$ cat src/inc/dfsst_pkg.sv
// Shared constants for the DMA fed synchronous serial transmitter.
// Assumes a 32-bit APB register bus and a byte-wide memory read port.
package dfsst_pkg;

  // ==========================================================
  // Clock and bit rate
  localparam int unsigned CLK_HZ = 10_000_000;
  localparam int unsigned BIT_RATE_BPS = 250_000;
  // Half bit period in pclk cycles, minus one, is the divider value.
  localparam logic [7:0] DIVIDER_RESET = 8'(CLK_HZ / (2 * BIT_RATE_BPS) - 1);

  // ==========================================================
  // Register byte addresses
  localparam logic [11:0] ADDR_HOLDING = 12'h000;
  localparam logic [11:0] ADDR_FORMAT = 12'h004;
  localparam logic [11:0] ADDR_DIVIDER = 12'h008;
  localparam logic [11:0] ADDR_CONTROL = 12'h00c;
  localparam logic [11:0] ADDR_STATUS = 12'h010;
  localparam logic [11:0] ADDR_IFMODE = 12'h014;
  localparam logic [11:0] ADDR_SRC = 12'h018;
  localparam logic [11:0] ADDR_DST = 12'h01c;
  localparam logic [11:0] ADDR_COUNT = 12'h020;
  localparam logic [11:0] ADDR_DMA_CTRL = 12'h024;
  localparam logic [11:0] ADDR_DMA_ADDRMODE = 12'h028;
  localparam logic [11:0] ADDR_DMA_TRIGGER = 12'h02c;

  // ==========================================================
  // Serial control bit positions
  localparam int CTRL_TX_IRQ_EN = 7;
  localparam int CTRL_RX_IRQ_EN = 6;
  localparam int CTRL_TX_EN = 5;
  localparam int CTRL_RX_EN = 4;
  localparam int CTRL_END_IRQ_EN = 2;

  // Serial status bit positions.
  localparam int ST_HOLDING_EMPTY = 7;
  localparam int ST_RECEIVE_FULL = 6;
  localparam int ST_OVERRUN = 5;
  localparam int ST_FRAMING = 4;
  localparam int ST_PARITY = 3;
  localparam int ST_TX_END = 2;
  localparam int ST_PEER_READY = 0;

  // DMA control bit positions.
  localparam int DMA_ENABLE = 0;
  localparam int DMA_DONE = 1;

  // Address update modes, two bits each: source in [1:0], destination in [3:2].
  localparam logic [1:0] AMODE_FIXED = 2'h0;
  localparam logic [1:0] AMODE_INC = 2'h1;
  localparam logic [1:0] AMODE_DEC = 2'h2;

  // Trigger select code for the transmit empty request.
  localparam logic [7:0] TRIG_TX_EMPTY = 8'h01;

  // ==========================================================
  // Reset values
  localparam logic [7:0] STATUS_RESET = 8'h84;
  localparam logic [7:0] BYTE_RESET = 8'h00;
  localparam logic [31:0] WORD_RESET = 32'h0000_0000;
  localparam logic [3:0] ADDRMODE_RESET = 4'h1;
  localparam logic [7:0] TRIGGER_RESET = 8'h01;

  // DMA channel states.
  typedef enum logic [2:0] {
    DFSST_DMA_IDLE = 3'b001,
    DFSST_DMA_READ = 3'b010,
    DFSST_DMA_WRITE = 3'b100
  } dfsst_dma_state_t;

endpackage

$ cat src/rtl/dfsst_top.sv
// Serial transmitter with double buffered output and its own DMA channel.
// Assumes an APB master on the register side, a memory that answers
// read requests with a one-cycle acknowledge, and a peer receiver that
// samples data on the rising edge of the serial clock driven here.
//
// Decided for this implementation: the APB slave port and the register offsets.
`timescale 1ns/1ps

module dfsst_top #(
  parameter int ADDR_W = 12
) (
  input wire logic pclk,
  input wire logic presetn,
  input wire logic psel,
  input wire logic penable,
  input wire logic pwrite,
  input wire logic [ADDR_W-1:0] paddr,
  input wire logic [31:0] pwdata,
  output logic [31:0] prdata,
  output logic pready,
  output logic pslverr,
  output logic mem_req,
  output logic [31:0] mem_addr,
  input wire logic [7:0] mem_rdata,
  input wire logic mem_ack,
  output logic serial_clk_out,
  output logic serial_data_out,
  input wire logic peer_ready_line,
  output logic tx_empty_request
);

  // ==========================================================
  // Declarations
  logic [7:0] transmit_holding_byte_reg;
  logic [7:0] serial_format_select_reg;
  logic [7:0] bit_rate_divider_reg;
  logic [7:0] serial_control_bits_reg;
  logic [7:0] serial_status_flags_reg;
  logic [7:0] serial_status_flags_next;
  logic [7:0] interface_mode_select_reg;
  logic [31:0] dma_source_pointer_reg;
  logic [31:0] dma_destination_pointer_reg;
  logic [31:0] dma_remaining_count_reg;
  logic [1:0] dma_operation_control_reg;
  logic [3:0] dma_addressing_setup_reg;
  logic [7:0] dma_trigger_select_reg;
  logic holding_full_reg;
  logic [7:0] transmit_shifter_reg;
  logic [2:0] bit_idx_reg;
  logic busy_reg;
  logic sclk_reg;
  logic sdo_reg;
  logic [7:0] div_cnt_reg;
  logic peer_go_reg;
  logic tx_en_d_reg;
  logic [7:0] dma_byte_reg;
  dfsst_pkg::dfsst_dma_state_t dma_state_reg;
  logic wr_en;
  logic setup_phase;
  logic sw_holding_wr;
  logic tx_en;
  logic tick;
  logic frame_end;
  logic load_shifter;
  logic dma_start;
  logic dma_write;

  // ==========================================================
  // Helper functions

  // Steps an address by one byte according to its update mode.
  function automatic logic [31:0] next_addr(input logic [31:0] addr, input logic [1:0] mode);
    logic [31:0] res;
    res = addr;
    if (mode == dfsst_pkg::AMODE_INC) begin
      res = addr + 32'h0000_0001;
    end else if (mode == dfsst_pkg::AMODE_DEC) begin
      res = addr - 32'h0000_0001;
    end
    return res;
  endfunction

  // Tells whether a byte address belongs to the register map.
  function automatic logic is_mapped(input logic [ADDR_W-1:0] addr);
    logic hit;
    hit = 1'b0;
    unique case (addr)
      dfsst_pkg::ADDR_HOLDING, dfsst_pkg::ADDR_FORMAT, dfsst_pkg::ADDR_DIVIDER,
      dfsst_pkg::ADDR_CONTROL, dfsst_pkg::ADDR_STATUS, dfsst_pkg::ADDR_IFMODE,
      dfsst_pkg::ADDR_SRC, dfsst_pkg::ADDR_DST, dfsst_pkg::ADDR_COUNT,
      dfsst_pkg::ADDR_DMA_CTRL, dfsst_pkg::ADDR_DMA_ADDRMODE,
      dfsst_pkg::ADDR_DMA_TRIGGER: hit = 1'b1;
      default: hit = 1'b0;
    endcase
    return hit;
  endfunction

  // ==========================================================
  // APB handshake

  // Every access completes in its first access cycle.
  assign pready = penable;
  assign setup_phase = psel & ~penable;
  assign wr_en = psel & penable & pwrite & is_mapped(paddr);
  // The DMA channel owns the holding byte in its write cycle.
  assign sw_holding_wr = wr_en & (paddr == dfsst_pkg::ADDR_HOLDING) & ~dma_write;

  // Read data and error answer are captured in the setup cycle.
  always_ff @(posedge pclk or negedge presetn) begin
    if (!presetn) begin
      prdata <= dfsst_pkg::WORD_RESET;
      pslverr <= 1'b0;
    end else if (setup_phase) begin
      pslverr <= ~is_mapped(paddr);
      prdata <= dfsst_pkg::WORD_RESET;
      if (!pwrite) begin
        // The shifter has no address and never appears here.
        unique case (paddr)
          dfsst_pkg::ADDR_HOLDING: prdata <= {24'h0, transmit_holding_byte_reg};
          dfsst_pkg::ADDR_FORMAT: prdata <= {24'h0, serial_format_select_reg};
          dfsst_pkg::ADDR_DIVIDER: prdata <= {24'h0, bit_rate_divider_reg};
          dfsst_pkg::ADDR_CONTROL: prdata <= {24'h0, serial_control_bits_reg};
          dfsst_pkg::ADDR_STATUS: prdata <= {24'h0, serial_status_flags_reg};
          dfsst_pkg::ADDR_IFMODE: prdata <= {24'h0, interface_mode_select_reg};
          dfsst_pkg::ADDR_SRC: prdata <= dma_source_pointer_reg;
          dfsst_pkg::ADDR_DST: prdata <= dma_destination_pointer_reg;
          dfsst_pkg::ADDR_COUNT: prdata <= dma_remaining_count_reg;
          dfsst_pkg::ADDR_DMA_CTRL: prdata <= {30'h0, dma_operation_control_reg};
          dfsst_pkg::ADDR_DMA_ADDRMODE: prdata <= {28'h0, dma_addressing_setup_reg};
          dfsst_pkg::ADDR_DMA_TRIGGER: prdata <= {24'h0, dma_trigger_select_reg};
          default: prdata <= dfsst_pkg::WORD_RESET;
        endcase
      end
    end
  end

  // ==========================================================
  // Serial configuration registers

  // Format, divider, control and interface mode are plain storage.
  always_ff @(posedge pclk or negedge presetn) begin
    if (!presetn) begin
      serial_format_select_reg <= dfsst_pkg::BYTE_RESET;
      bit_rate_divider_reg <= dfsst_pkg::DIVIDER_RESET;
      serial_control_bits_reg <= dfsst_pkg::BYTE_RESET;
      interface_mode_select_reg <= dfsst_pkg::BYTE_RESET;
    end else if (wr_en) begin
      if (paddr == dfsst_pkg::ADDR_FORMAT) begin
        serial_format_select_reg <= pwdata[7:0];
      end
      if (paddr == dfsst_pkg::ADDR_DIVIDER) begin
        bit_rate_divider_reg <= pwdata[7:0];
      end
      if (paddr == dfsst_pkg::ADDR_CONTROL) begin
        serial_control_bits_reg <= pwdata[7:0];
      end
      if (paddr == dfsst_pkg::ADDR_IFMODE) begin
        interface_mode_select_reg <= pwdata[7:0];
      end
    end
  end

  assign tx_en = serial_control_bits_reg[dfsst_pkg::CTRL_TX_EN];
  // Request is a level: high while transmit and its interrupt are enabled and the holding empty flag is set.
  assign tx_empty_request = tx_en & serial_control_bits_reg[dfsst_pkg::CTRL_TX_IRQ_EN]
                          & serial_status_flags_reg[dfsst_pkg::ST_HOLDING_EMPTY];

  // ==========================================================
  // Holding byte

  // Loaded by software or by the DMA channel; full until moved on.
  always_ff @(posedge pclk or negedge presetn) begin
    if (!presetn) begin
      transmit_holding_byte_reg <= dfsst_pkg::BYTE_RESET;
      holding_full_reg <= 1'b0;
    end else begin
      if (dma_write) begin
        transmit_holding_byte_reg <= dma_byte_reg;
        holding_full_reg <= 1'b1;
      end else if (sw_holding_wr) begin
        transmit_holding_byte_reg <= pwdata[7:0];
        holding_full_reg <= 1'b1;
      end else if (load_shifter) begin
        holding_full_reg <= 1'b0;
      end
    end
  end

  // ==========================================================
  // Status flags

  // Hardware sets win over software clears in the same cycle.
  always_comb begin
    serial_status_flags_next = serial_status_flags_reg;
    if (wr_en && paddr == dfsst_pkg::ADDR_STATUS) begin
      // Writing zero clears a flag, writing one leaves it alone.
      serial_status_flags_next[7:2] = serial_status_flags_reg[7:2] & pwdata[7:2];
    end
    if (dma_write) begin
      serial_status_flags_next[dfsst_pkg::ST_HOLDING_EMPTY] = 1'b0;
    end
    if (load_shifter || (tx_en && !tx_en_d_reg)) begin
      serial_status_flags_next[dfsst_pkg::ST_HOLDING_EMPTY] = 1'b1;
    end
    if (load_shifter) begin
      serial_status_flags_next[dfsst_pkg::ST_TX_END] = 1'b0;
    end
    if (frame_end && !load_shifter) begin
      serial_status_flags_next[dfsst_pkg::ST_TX_END] = 1'b1;
    end
    serial_status_flags_next[1] = 1'b0;
    serial_status_flags_next[dfsst_pkg::ST_PEER_READY] = peer_ready_line;
  end

  // Status register and the enable edge detector.
  always_ff @(posedge pclk or negedge presetn) begin
    if (!presetn) begin
      serial_status_flags_reg <= dfsst_pkg::STATUS_RESET;
      tx_en_d_reg <= 1'b0;
    end else begin
      serial_status_flags_reg <= serial_status_flags_next;
      tx_en_d_reg <= tx_en;
    end
  end

  // ==========================================================
  // Peer ready gate

  // Once the peer reads high with transmit enabled, the session may run.
  always_ff @(posedge pclk or negedge presetn) begin
    if (!presetn) begin
      peer_go_reg <= 1'b0;
    end else if (!tx_en) begin
      peer_go_reg <= 1'b0;
    end else if (peer_ready_line) begin
      peer_go_reg <= 1'b1;
    end
  end

  // ==========================================================
  // Frame engine

  assign tick = (div_cnt_reg == 8'h00);
  assign frame_end = busy_reg & tick & sclk_reg & (bit_idx_reg == 3'h7);
  // Reload happens when idle or exactly at the end of the last bit.
  assign load_shifter = holding_full_reg & tx_en & peer_go_reg
                      & (~busy_reg | frame_end);

  // Half bit timer: each half bit lasts divider plus one cycles.
  always_ff @(posedge pclk or negedge presetn) begin
    if (!presetn) begin
      div_cnt_reg <= dfsst_pkg::DIVIDER_RESET;
    end else if (load_shifter || !busy_reg || tick) begin
      div_cnt_reg <= bit_rate_divider_reg;
    end else begin
      div_cnt_reg <= div_cnt_reg - 8'h01;
    end
  end

  // Clock idles high; data changes on falling edges, lsb first.
  always_ff @(posedge pclk or negedge presetn) begin
    if (!presetn) begin
      transmit_shifter_reg <= dfsst_pkg::BYTE_RESET;
      bit_idx_reg <= 3'h0;
      busy_reg <= 1'b0;
      sclk_reg <= 1'b1;
      sdo_reg <= 1'b1;
    end else if (load_shifter) begin
      transmit_shifter_reg <= transmit_holding_byte_reg;
      sdo_reg <= transmit_holding_byte_reg[0];
      bit_idx_reg <= 3'h0;
      busy_reg <= 1'b1;
      sclk_reg <= 1'b0;
    end else if (frame_end) begin
      busy_reg <= 1'b0;
      sclk_reg <= 1'b1;
      sdo_reg <= 1'b1;
    end else if (busy_reg && tick) begin
      sclk_reg <= ~sclk_reg;
      if (sclk_reg) begin
        transmit_shifter_reg <= {1'b0, transmit_shifter_reg[7:1]};
        sdo_reg <= transmit_shifter_reg[1];
        bit_idx_reg <= bit_idx_reg + 3'h1;
      end
    end
  end

  assign serial_clk_out = sclk_reg;
  assign serial_data_out = sdo_reg;

  // ==========================================================
  // DMA channel

  assign dma_start = (dma_state_reg == dfsst_pkg::DFSST_DMA_IDLE)
                   & dma_operation_control_reg[dfsst_pkg::DMA_ENABLE]
                   & (dma_trigger_select_reg == dfsst_pkg::TRIG_TX_EMPTY)
                   & (dma_remaining_count_reg != 32'h0000_0000)
                   & tx_empty_request;
  assign dma_write = (dma_state_reg == dfsst_pkg::DFSST_DMA_WRITE);
  assign mem_req = (dma_state_reg == dfsst_pkg::DFSST_DMA_READ);
  assign mem_addr = dma_source_pointer_reg;

  // One read, one write per request, then wait for the next request.
  always_ff @(posedge pclk or negedge presetn) begin
    if (!presetn) begin
      dma_state_reg <= dfsst_pkg::DFSST_DMA_IDLE;
      dma_byte_reg <= dfsst_pkg::BYTE_RESET;
    end else begin
      unique case (dma_state_reg)
        dfsst_pkg::DFSST_DMA_IDLE: begin
          if (dma_start) begin
            dma_state_reg <= dfsst_pkg::DFSST_DMA_READ;
          end
        end
        dfsst_pkg::DFSST_DMA_READ: begin
          if (mem_ack) begin
            dma_byte_reg <= mem_rdata;
            dma_state_reg <= dfsst_pkg::DFSST_DMA_WRITE;
          end
        end
        dfsst_pkg::DFSST_DMA_WRITE: begin
          dma_state_reg <= dfsst_pkg::DFSST_DMA_IDLE;
        end
        default: begin
          dma_state_reg <= dfsst_pkg::DFSST_DMA_IDLE;
        end
      endcase
    end
  end

  // Pointers and count: software writes, hardware updates win.
  always_ff @(posedge pclk or negedge presetn) begin
    if (!presetn) begin
      dma_source_pointer_reg <= dfsst_pkg::WORD_RESET;
      dma_destination_pointer_reg <= dfsst_pkg::WORD_RESET;
      dma_remaining_count_reg <= dfsst_pkg::WORD_RESET;
    end else if (dma_write) begin
      dma_source_pointer_reg <= next_addr(dma_source_pointer_reg,
                                          dma_addressing_setup_reg[1:0]);
      dma_destination_pointer_reg <= next_addr(dma_destination_pointer_reg,
                                               dma_addressing_setup_reg[3:2]);
      dma_remaining_count_reg <= dma_remaining_count_reg - 32'h0000_0001;
    end else if (wr_en) begin
      if (paddr == dfsst_pkg::ADDR_SRC) begin
        dma_source_pointer_reg <= pwdata;
      end
      if (paddr == dfsst_pkg::ADDR_DST) begin
        dma_destination_pointer_reg <= pwdata;
      end
      if (paddr == dfsst_pkg::ADDR_COUNT) begin
        dma_remaining_count_reg <= pwdata;
      end
    end
  end

  // Enable falls and done rises after the last byte of the block.
  always_ff @(posedge pclk or negedge presetn) begin
    if (!presetn) begin
      dma_operation_control_reg <= 2'h0;
      dma_addressing_setup_reg <= dfsst_pkg::ADDRMODE_RESET;
      dma_trigger_select_reg <= dfsst_pkg::TRIGGER_RESET;
    end else begin
      if (wr_en && paddr == dfsst_pkg::ADDR_DMA_CTRL) begin
        dma_operation_control_reg[dfsst_pkg::DMA_ENABLE] <= pwdata[dfsst_pkg::DMA_ENABLE];
        dma_operation_control_reg[dfsst_pkg::DMA_DONE] <=
          dma_operation_control_reg[dfsst_pkg::DMA_DONE] & pwdata[dfsst_pkg::DMA_DONE];
      end
      if (dma_write && dma_remaining_count_reg == 32'h0000_0001) begin
        dma_operation_control_reg[dfsst_pkg::DMA_ENABLE] <= 1'b0;
        dma_operation_control_reg[dfsst_pkg::DMA_DONE] <= 1'b1;
      end
      if (wr_en && paddr == dfsst_pkg::ADDR_DMA_ADDRMODE) begin
        dma_addressing_setup_reg <= pwdata[3:0];
      end
      if (wr_en && paddr == dfsst_pkg::ADDR_DMA_TRIGGER) begin
        dma_trigger_select_reg <= pwdata[7:0];
      end
    end
  end

endmodule

$ cat config.mk
export PLATFORM = sky130hd
export DESIGN_NAME = dfsst_top
export DESIGN_NICKNAME = d
export VERILOG_FILES = /design/src/inc/dfsst_pkg.sv /design/src/rtl/dfsst_top.sv
export SDC_FILE = /design/constraint.sdc
export NUM_CORES = 1
export LEC_CHECK = 0
export BUFFER_PORTS_ARGS = -buffer_cell sky130_fd_sc_hd__buf_2
export CAP_MARGIN = 15
export CORE_ASPECT_RATIO = 1.2
export CORE_MARGIN = 1.5
export CORE_UTILIZATION = 25
export CTS_CLUSTER_DIAMETER = 100
export CTS_CLUSTER_SIZE = 8
export DETAILED_ROUTE_END_ITERATION = 10
export GPL_TIMING_DRIVEN = 1
export PLACE_DENSITY = 0.5
export SLEW_MARGIN = 40
export SYNTH_ARGS = -nofsm -noshare
export SYNTH_HDL_FRONTEND = slang
export SYNTH_SLANG_ARGS = --single-unit
$ cat constraint.sdc
create_clock -name pclk -period 3.9 [get_ports pclk]
set_clock_uncertainty 0.1 [all_clocks]
set_input_delay 0.39 -clock pclk [delete_from_list [all_inputs] [get_ports pclk]]
set_output_delay 0.39 -clock pclk [all_outputs]
set_load 0.02 [all_outputs]
==> results.tsv, run 1 <==
stage	metric	value	unit
layout	Antenna diodes	0	
worst_hold_path	Hold Startpoint	mem_ack	
floorplanning	DIE AREA	56600	µm²
cts	clk sinks	225	
outcome	status	completed	
grt	GRT Total Usage	17.9	%
drt	drt first pass iters	10	
sta	Max Fclk	274	MHz
sta	final setup fails	0	
floorplanning	Starting Density	25.2	%
logic_synthesis	top cell type's share of synthesized area	38.5	%
grt	pin count of the biggest net entering global routing	70	
logic_synthesis	sequential area share after synthesis	40.9	%
layout	final instance area	16700	µm²
placement	routability cong.	0.896	
critical_path	arrival time at the worst endpoint	3970	ps
cts	clk root buf	clkbuf_16	
layout	commonest cells after routing, fill and taps aside	dfrtp_1, nand2_1, o21ai_0, buf_2, nor2_1	
logic_synthesis	Most used DFF post-synth	dfrtp_1	
run	Max Cap Viol	0	
placement	placed inst area	15600	µm²
logic_synthesis	syn_nets	1641	
cts	setup repair bufs after CTS	0	
power	PD cells	316	nW/µm²
cts	Clk Latency, worst-skew pair	540	ps
logic_synthesis	cell count after synthesis	1507	
layout	final std cells w/o fill	2394	
drt	Routed WL per cell	21.1	µm
logic_synthesis	Post-synth ARST share	100	%
critical_path	startpoint types	flop	
logic_synthesis	unique cell type count in the Yosys netlist	73	
critical_path	CP max stage cell	dfrtp_1	
layout	layout cell share with drive strength beyond 1	18.8	%
critical_path	worst reg2reg startpoint	dma_addressing_setup_reg[3]	
logic_synthesis	EDFF count, synth	0	
sta	fin. max-slew vios	0	
placement	DP Cell Count	2332	
sta	worst slew pin tran	753	ps
critical_path	reg2reg end	dma_destination_pointer_reg[28]	
critical_path	path depth of the worst reg2reg path	14	
power	Power, Total	0.00528	W
sta	minimum clock period	3650	ps
drt	DR vias/cell	5.24	
sta	final worst path period share	93.7	%
floorplanning	Die Ht	260	µm
logic_synthesis	number of synthesized register bits	225	
critical_path	Worst Path Max Fanout	23	
power	P_leak	7.39	nW
layout	Layout Area Growth over Synthesis	21.0	%
critical_path	Critical Path RT	4210	ps
floorplanning	# rows	94	
floorplanning	Top-Level Pins	129	
critical_path	CP peak stage delay	400	ps
critical_path	Crit Path Class	flop to flop	
drt	antenna-violating nets left	0	
layout	Layout Nets	1795	
cts	CTS buffer count	34	
grt	Congestion Overflow GR	0	
cts	CTS tree	yes	
logic_synthesis	yosys warns	0	
critical_path	R2R Setup Slk	250	ps
layout	most common cell after layout, fill and taps aside	dfrtp_1	
drt	final WL	50600	µm
placement	post-DP HPWL	37800	µm
power	worst vdd ir	0.218	mV
critical_path	CP Capture Type	flop	
cts	Clk pin slew, worst setup/hold paths	50	ps
grt	first-pass GRT wire length	77500	µm
sta	final hold viol count	0	
floorplanning	Chip Width	217	µm
placement	pre-CTS setup slack	157	ps
worst_hold_path	Hold EP	dma_state_reg[1]	
sta	Worst Setup Slack, final	245	ps
placement	port bufs	128	
sta	Setup TNS Final	0	ps
critical_path	Critical Path Source	dma_addressing_setup_reg[3]	
critical_path	crit path cell chain	nand2b_1 -> buf_12 -> ha_1 -> a21o_1 -> a21o_1 -> a21oi_1 -> o211ai_1 -> a221oi_1 -> o21ai_0 -> buf_4 -> a311oi_1 -> xor2_1 -> o21ai_0 -> mux2_2	
worst_hold_path	worst min path class	input port to flop	
drt	DRC	0	
logic_synthesis	Synth area leaders	dfrtp_1, ha_1, nand2_1	
sta	relative slew slack	49.3	%
grt	vias in the first global route	12700	
worst_hold_path	Min-Delay Path Depth	3	
floorplanning	core area	54700	µm²
drt	via count	12500	
logic_synthesis	Avg Inst Size Synth	9.15	µm²
logic_synthesis	cell taking the most area after synthesis	dfrtp_1	
logic_synthesis	Cell Area, Synth	13800	µm²
sta	RSZ-0062 raised after global routing	false	
grt	initial antenna violation count	1	
drt	DRT iter0 DRCs	997	
cts	Clock Path Buffers	3	
cts	H-tree levels	2	
-- cell usage after synthesis (22+ instances only) --
| cell type | n |
|---|---|
| dfrtp_1 | 212 |
| nand2_1 | 193 |
| o21ai_0 | 141 |
| nor2_1 | 112 |
| a21oi_1 | 107 |
| ha_1 | 73 |
| clkbuf_1 | 63 |
| mux2_2 | 56 |
| xnor2_1 | 41 |
| inv_1 | 36 |
| a222oi_1 | 35 |
| a21o_1 | 33 |
| nand3_1 | 31 |
| nor3_1 | 24 |
| a31oi_1 | 22 |
-- how the worst max path moves through the flow --
stage | slack [ps] | endpoint
detailed placement | 160 | mem_addr[31]
CTS | 130 | mem_addr[31]
global route | 30 | mem_addr[30]
global placement | 210 | mem_addr[30]
finish | 250 | dma_destination_pointer_reg[28]
floorplan | 40 | dma_destination_pointer_reg[30]
-- kinds of logic (layout without fill, tap and decap cells) --
logic type | count (synthesis) | after routing | synth area share, %
AO/OA/AOI/OAI | 488 | 488 | 23.2
XOR/XNOR | 62 | 62 | 3.94
adder cells (fa/ha/maj) | 75 | 75 | 6.91
buffers and inverters | 114 | 281 | 3.17
flip-flops | 225 | 225 | 40.9
multiplexers | 77 | 77 | 6.10
AND/OR/NAND/NOR | 466 | 466 | 15.7
-- stage by stage --
stage,utilization [%],hold slack (ps)
2_1_floorplan,-,-5.59
3_3_place_gp,28.4,358
3_5_place_dp,28.5,242
4_1_cts,30.5,7.02
5_1_grt,30.5,34.6
6_report,30.5,24.3
-- where the power goes --
group | switching [W] | internal [W] | leakage, nW
clock network | 0.00111 | 0.00163 | 0.458
registers | 0.000000990 | 0.00234 | 2.84
logic | 0.000137 | 0.0000590 | 4.09
-- metal layers --
layer / share of wire, % / up-vias / GRT usage, %
met5: 0 / - / 0
met4: 3.7 / 0 / 7.43
met3: 4.8 / 81 / 2.47
met2: 48 / 371 / 30.4
met1: 43 / 6184 / 22.6
li1: - / 5899 / -
-- critical path: cells and delay by family (launching register included) --
kind | cells | cell delay (ps)
AND/OR/NAND/NOR | 1 | 200
XOR/XNOR | 1 | 180
buffers and inverters | 2 | 360
AO/OA/AOI/OAI | 8 | 1640
adder cells (fa/ha/maj) | 1 | 350
multiplexers | 1 | 270
flip-flops | 1 | 400
-- what timing repair did --
action,4_1_cts,5_1_grt
hold endpoints to repair,58,0
setup endpoints to repair,0,4
resized for setup,0,5
hold buffers,13,0
-- area by class of cell --
type / count / area [µm²]
Multi-Input combinational cell: 1168 / 7800
Tap cell: 720 / 901
Inverter: 36 / 135
Fill cell: 5762 / 38000
Clock inverter: 3 / 40.0
Timing Repair Buffer: 196 / 1250
Clock buffer: 46 / 917
Sequential cell: 225 / 5650
Power figures use the tool's default switching activity.
==> run 2, diff against run 1 <==
==> constraint.sdc (replaced) <==
create_clock -name pclk -period 3.1 [get_ports pclk]
set_clock_uncertainty 0.1 [all_clocks]
set_input_delay 0.31 -clock pclk [delete_from_list [all_inputs] [get_ports pclk]]
set_output_delay 0.31 -clock pclk [all_outputs]
set_load 0.02 [all_outputs]
==> run 2 against run 1 <==
Critical path depth fell by 2. Sequential cell count is the same. Sequential share of layout area fell by 3.9 points. Non-clock buffer count up 200. Critical endpoint is now mem_addr[26]. The flow now finishes with violations (setup timing).
==> results.tsv, run 2 (synthesized netlist as in run 1, its figures left out) <==
stage	metric	value	unit
floorplanning	DIE AREA	56600	µm²
layout	layout cell share with drive strength beyond 1	30.4	%
cts	clk root buf	clkbuf_16	
drt	DR vias/cell	5.16	
drt	wl on met1	22700	µm
grt	vias in the first global route	13800	
sta	minimum clock period	3390	ps
power	PD cells	356	nW/µm²
critical_path	Crit Path Class	flop to flop	
drt	drt first pass iters	9	
drt	met3 routed WL	2540	µm
layout	commonest cells after routing, fill and taps aside	buf_4, dfrtp_1, nand2_1, buf_2, o21ai_0	
cts	H-tree levels	2	
placement	pre-CTS setup slack	-411	ps
critical_path	arrival time at the worst endpoint	3700	ps
worst_hold_path	worst min path class	input port to flop	
sta	RSZ-0062 raised after global routing	true	
power	P_leak	8.45	nW
critical_path	CP Capture Type	flop	
grt	Congestion Overflow GR	0	
critical_path	Critical Path RT	3410	ps
floorplanning	Top-Level Pins	129	
sta	final setup fails	13	
floorplanning	Chip Width	217	µm
layout	Layout Area Growth over Synthesis	37.0	%
critical_path	startpoint types	flop	
layout	Layout Nets	1996	
drt	max layer used	met4	
cts	clk sinks	225	
sta	Max Fclk	295	MHz
grt	pin count of the biggest net entering global routing	72	
outcome	failing checks	setup timing	
cts	Clock Path Buffers	3	
placement	port bufs	128	
layout	most common cell after layout, fill and taps aside	buf_4	
floorplanning	Starting Density	25.2	%
sta	worst slew pin tran	821	ps
critical_path	Worst Path Max Fanout	15	
floorplanning	core area	54700	µm²
drt	Routed WL per cell	20.7	µm
critical_path	Critical Path Source	dma_addressing_setup_reg[0]	
drt	final WL	53800	µm
worst_hold_path	Hold Startpoint	pwdata[12]	
grt	initial antenna violation count	0	
sta	final hold viol count	0	
placement	post-DP HPWL	39700	µm
sta	final worst path period share	109	%
floorplanning	# rows	94	
cts	Clk pin slew, worst setup/hold paths	60	ps
drt	met2 wire length	26800	µm
drt	via count	13400	
drt	DRC	0	
drt	DRT iter0 DRCs	961	
sta	fin. max-slew vios	0	
sta	Worst Setup Slack, final	-291	ps
power	Power, Total	0.00673	W
sta	relative slew slack	45.3	%
drt	antenna-violating nets left	0	
layout	fillers	5660	
placement	placed inst area	16900	µm²
critical_path	R2R Setup Slk	-290	ps
critical_path	worst reg2reg startpoint	dma_addressing_setup_reg[0]	
floorplanning	Die Ht	260	µm
layout	Antenna diodes	0	
outcome	status	finished, violations left	
grt	GRT Total Usage	19.1	%
run	Max Cap Viol	0	
layout	final instance area	18900	µm²
grt	first-pass GRT wire length	82800	µm
placement	routability cong.	0.897	
layout	Final Core Density	34.5	%
cts	Clk Latency, worst-skew pair	550	ps
cts	CTS tree	yes	
power	worst vdd ir	0.382	mV
cts	CTS buffer count	34	
## run 2: cell types whose count changed in the layout (fill, tap and decap cells not counted), moves of 6 or more
cell and change:
dlygate4sd3_1 +17, ha_4 +14, ha_1 -19, a21oi_1 -10
o21ai_0 -15, o21ai_1 +9, buf_4 +168, a21oi_2 +8
buf_6 +10, o21ai_2 +6
## run 2: area by class of cell
cell class / count / area [µm²] / area share [%]
repair buffers: 396 / 2890 / 15.3
clock inverters: 3 / 37.5 / 0.199
inverters: 36 / 135 / 0.715
multi-input cells: 1169 / 8350 / 44.2
flip-flops and latches: 225 / 5650 / 29.9
well taps: 720 / 901 / 4.77
clock buffers: 51 / 936 / 4.95
## run 2: where the power goes
group          switching, W  internal (W)  leakage (nW)
clock               0.00143       0.00208         0.469
sequential       0.00000113       0.00294          2.84
combinational      0.000178     0.0000941          5.14
## run 2: repair_timing
action                                 CTS  global route
hold buffers                            30             0
resized for setup                       64            44
cloned                                   1             0
endpoints found under the hold margin   88             0
buffers inserted                        14             9
setup endpoints to repair               22            28
pin swaps                               33            34
## run 2: final timing paths
kind,endpoint,cells past startpoint
max in group asynchronous,div_cnt_reg[4],3
worst max-delay path,mem_addr[26],12
worst min-delay path,dma_remaining_count_reg[12],2
worst min register to register,prdata[17],2
worst max register to register,mem_addr[26],12
min in group asynchronous,bit_idx_reg[2],2
## run 2: critical path, stage by stage, from the launching register on
cell and delay, ps:
dfstp_2 550, nand2b_4 60, buf_12 150, ha_4 210, a211o_1 260, o32a_1 390, a211o_1 350, a31o_1 210
a221o_1 360, a31oi_4 220, o21bai_1 120, xnor2_1 170, o221ai_1 120
## run 2: metrics by stage
stage	hold WS (ps)	std cells	TNS [ps]
4_1_cts	0.626	2592	-2060
2_1_floorplan	-85.6	1507	-1150
3_5_place_dp	234	2494	-5350
6_report	23.0	2600	-2110
3_3_place_gp	231	2494	-4720
5_1_grt	15.0	2600	-4440
## run 2: per-layer routing
metal  global-route usage, %  up-vias
met3                    2.45       95
met1                    23.8     6636
li1                        -     6307
met5                       0        -
met2                    33.1      377
met4                    7.62        0
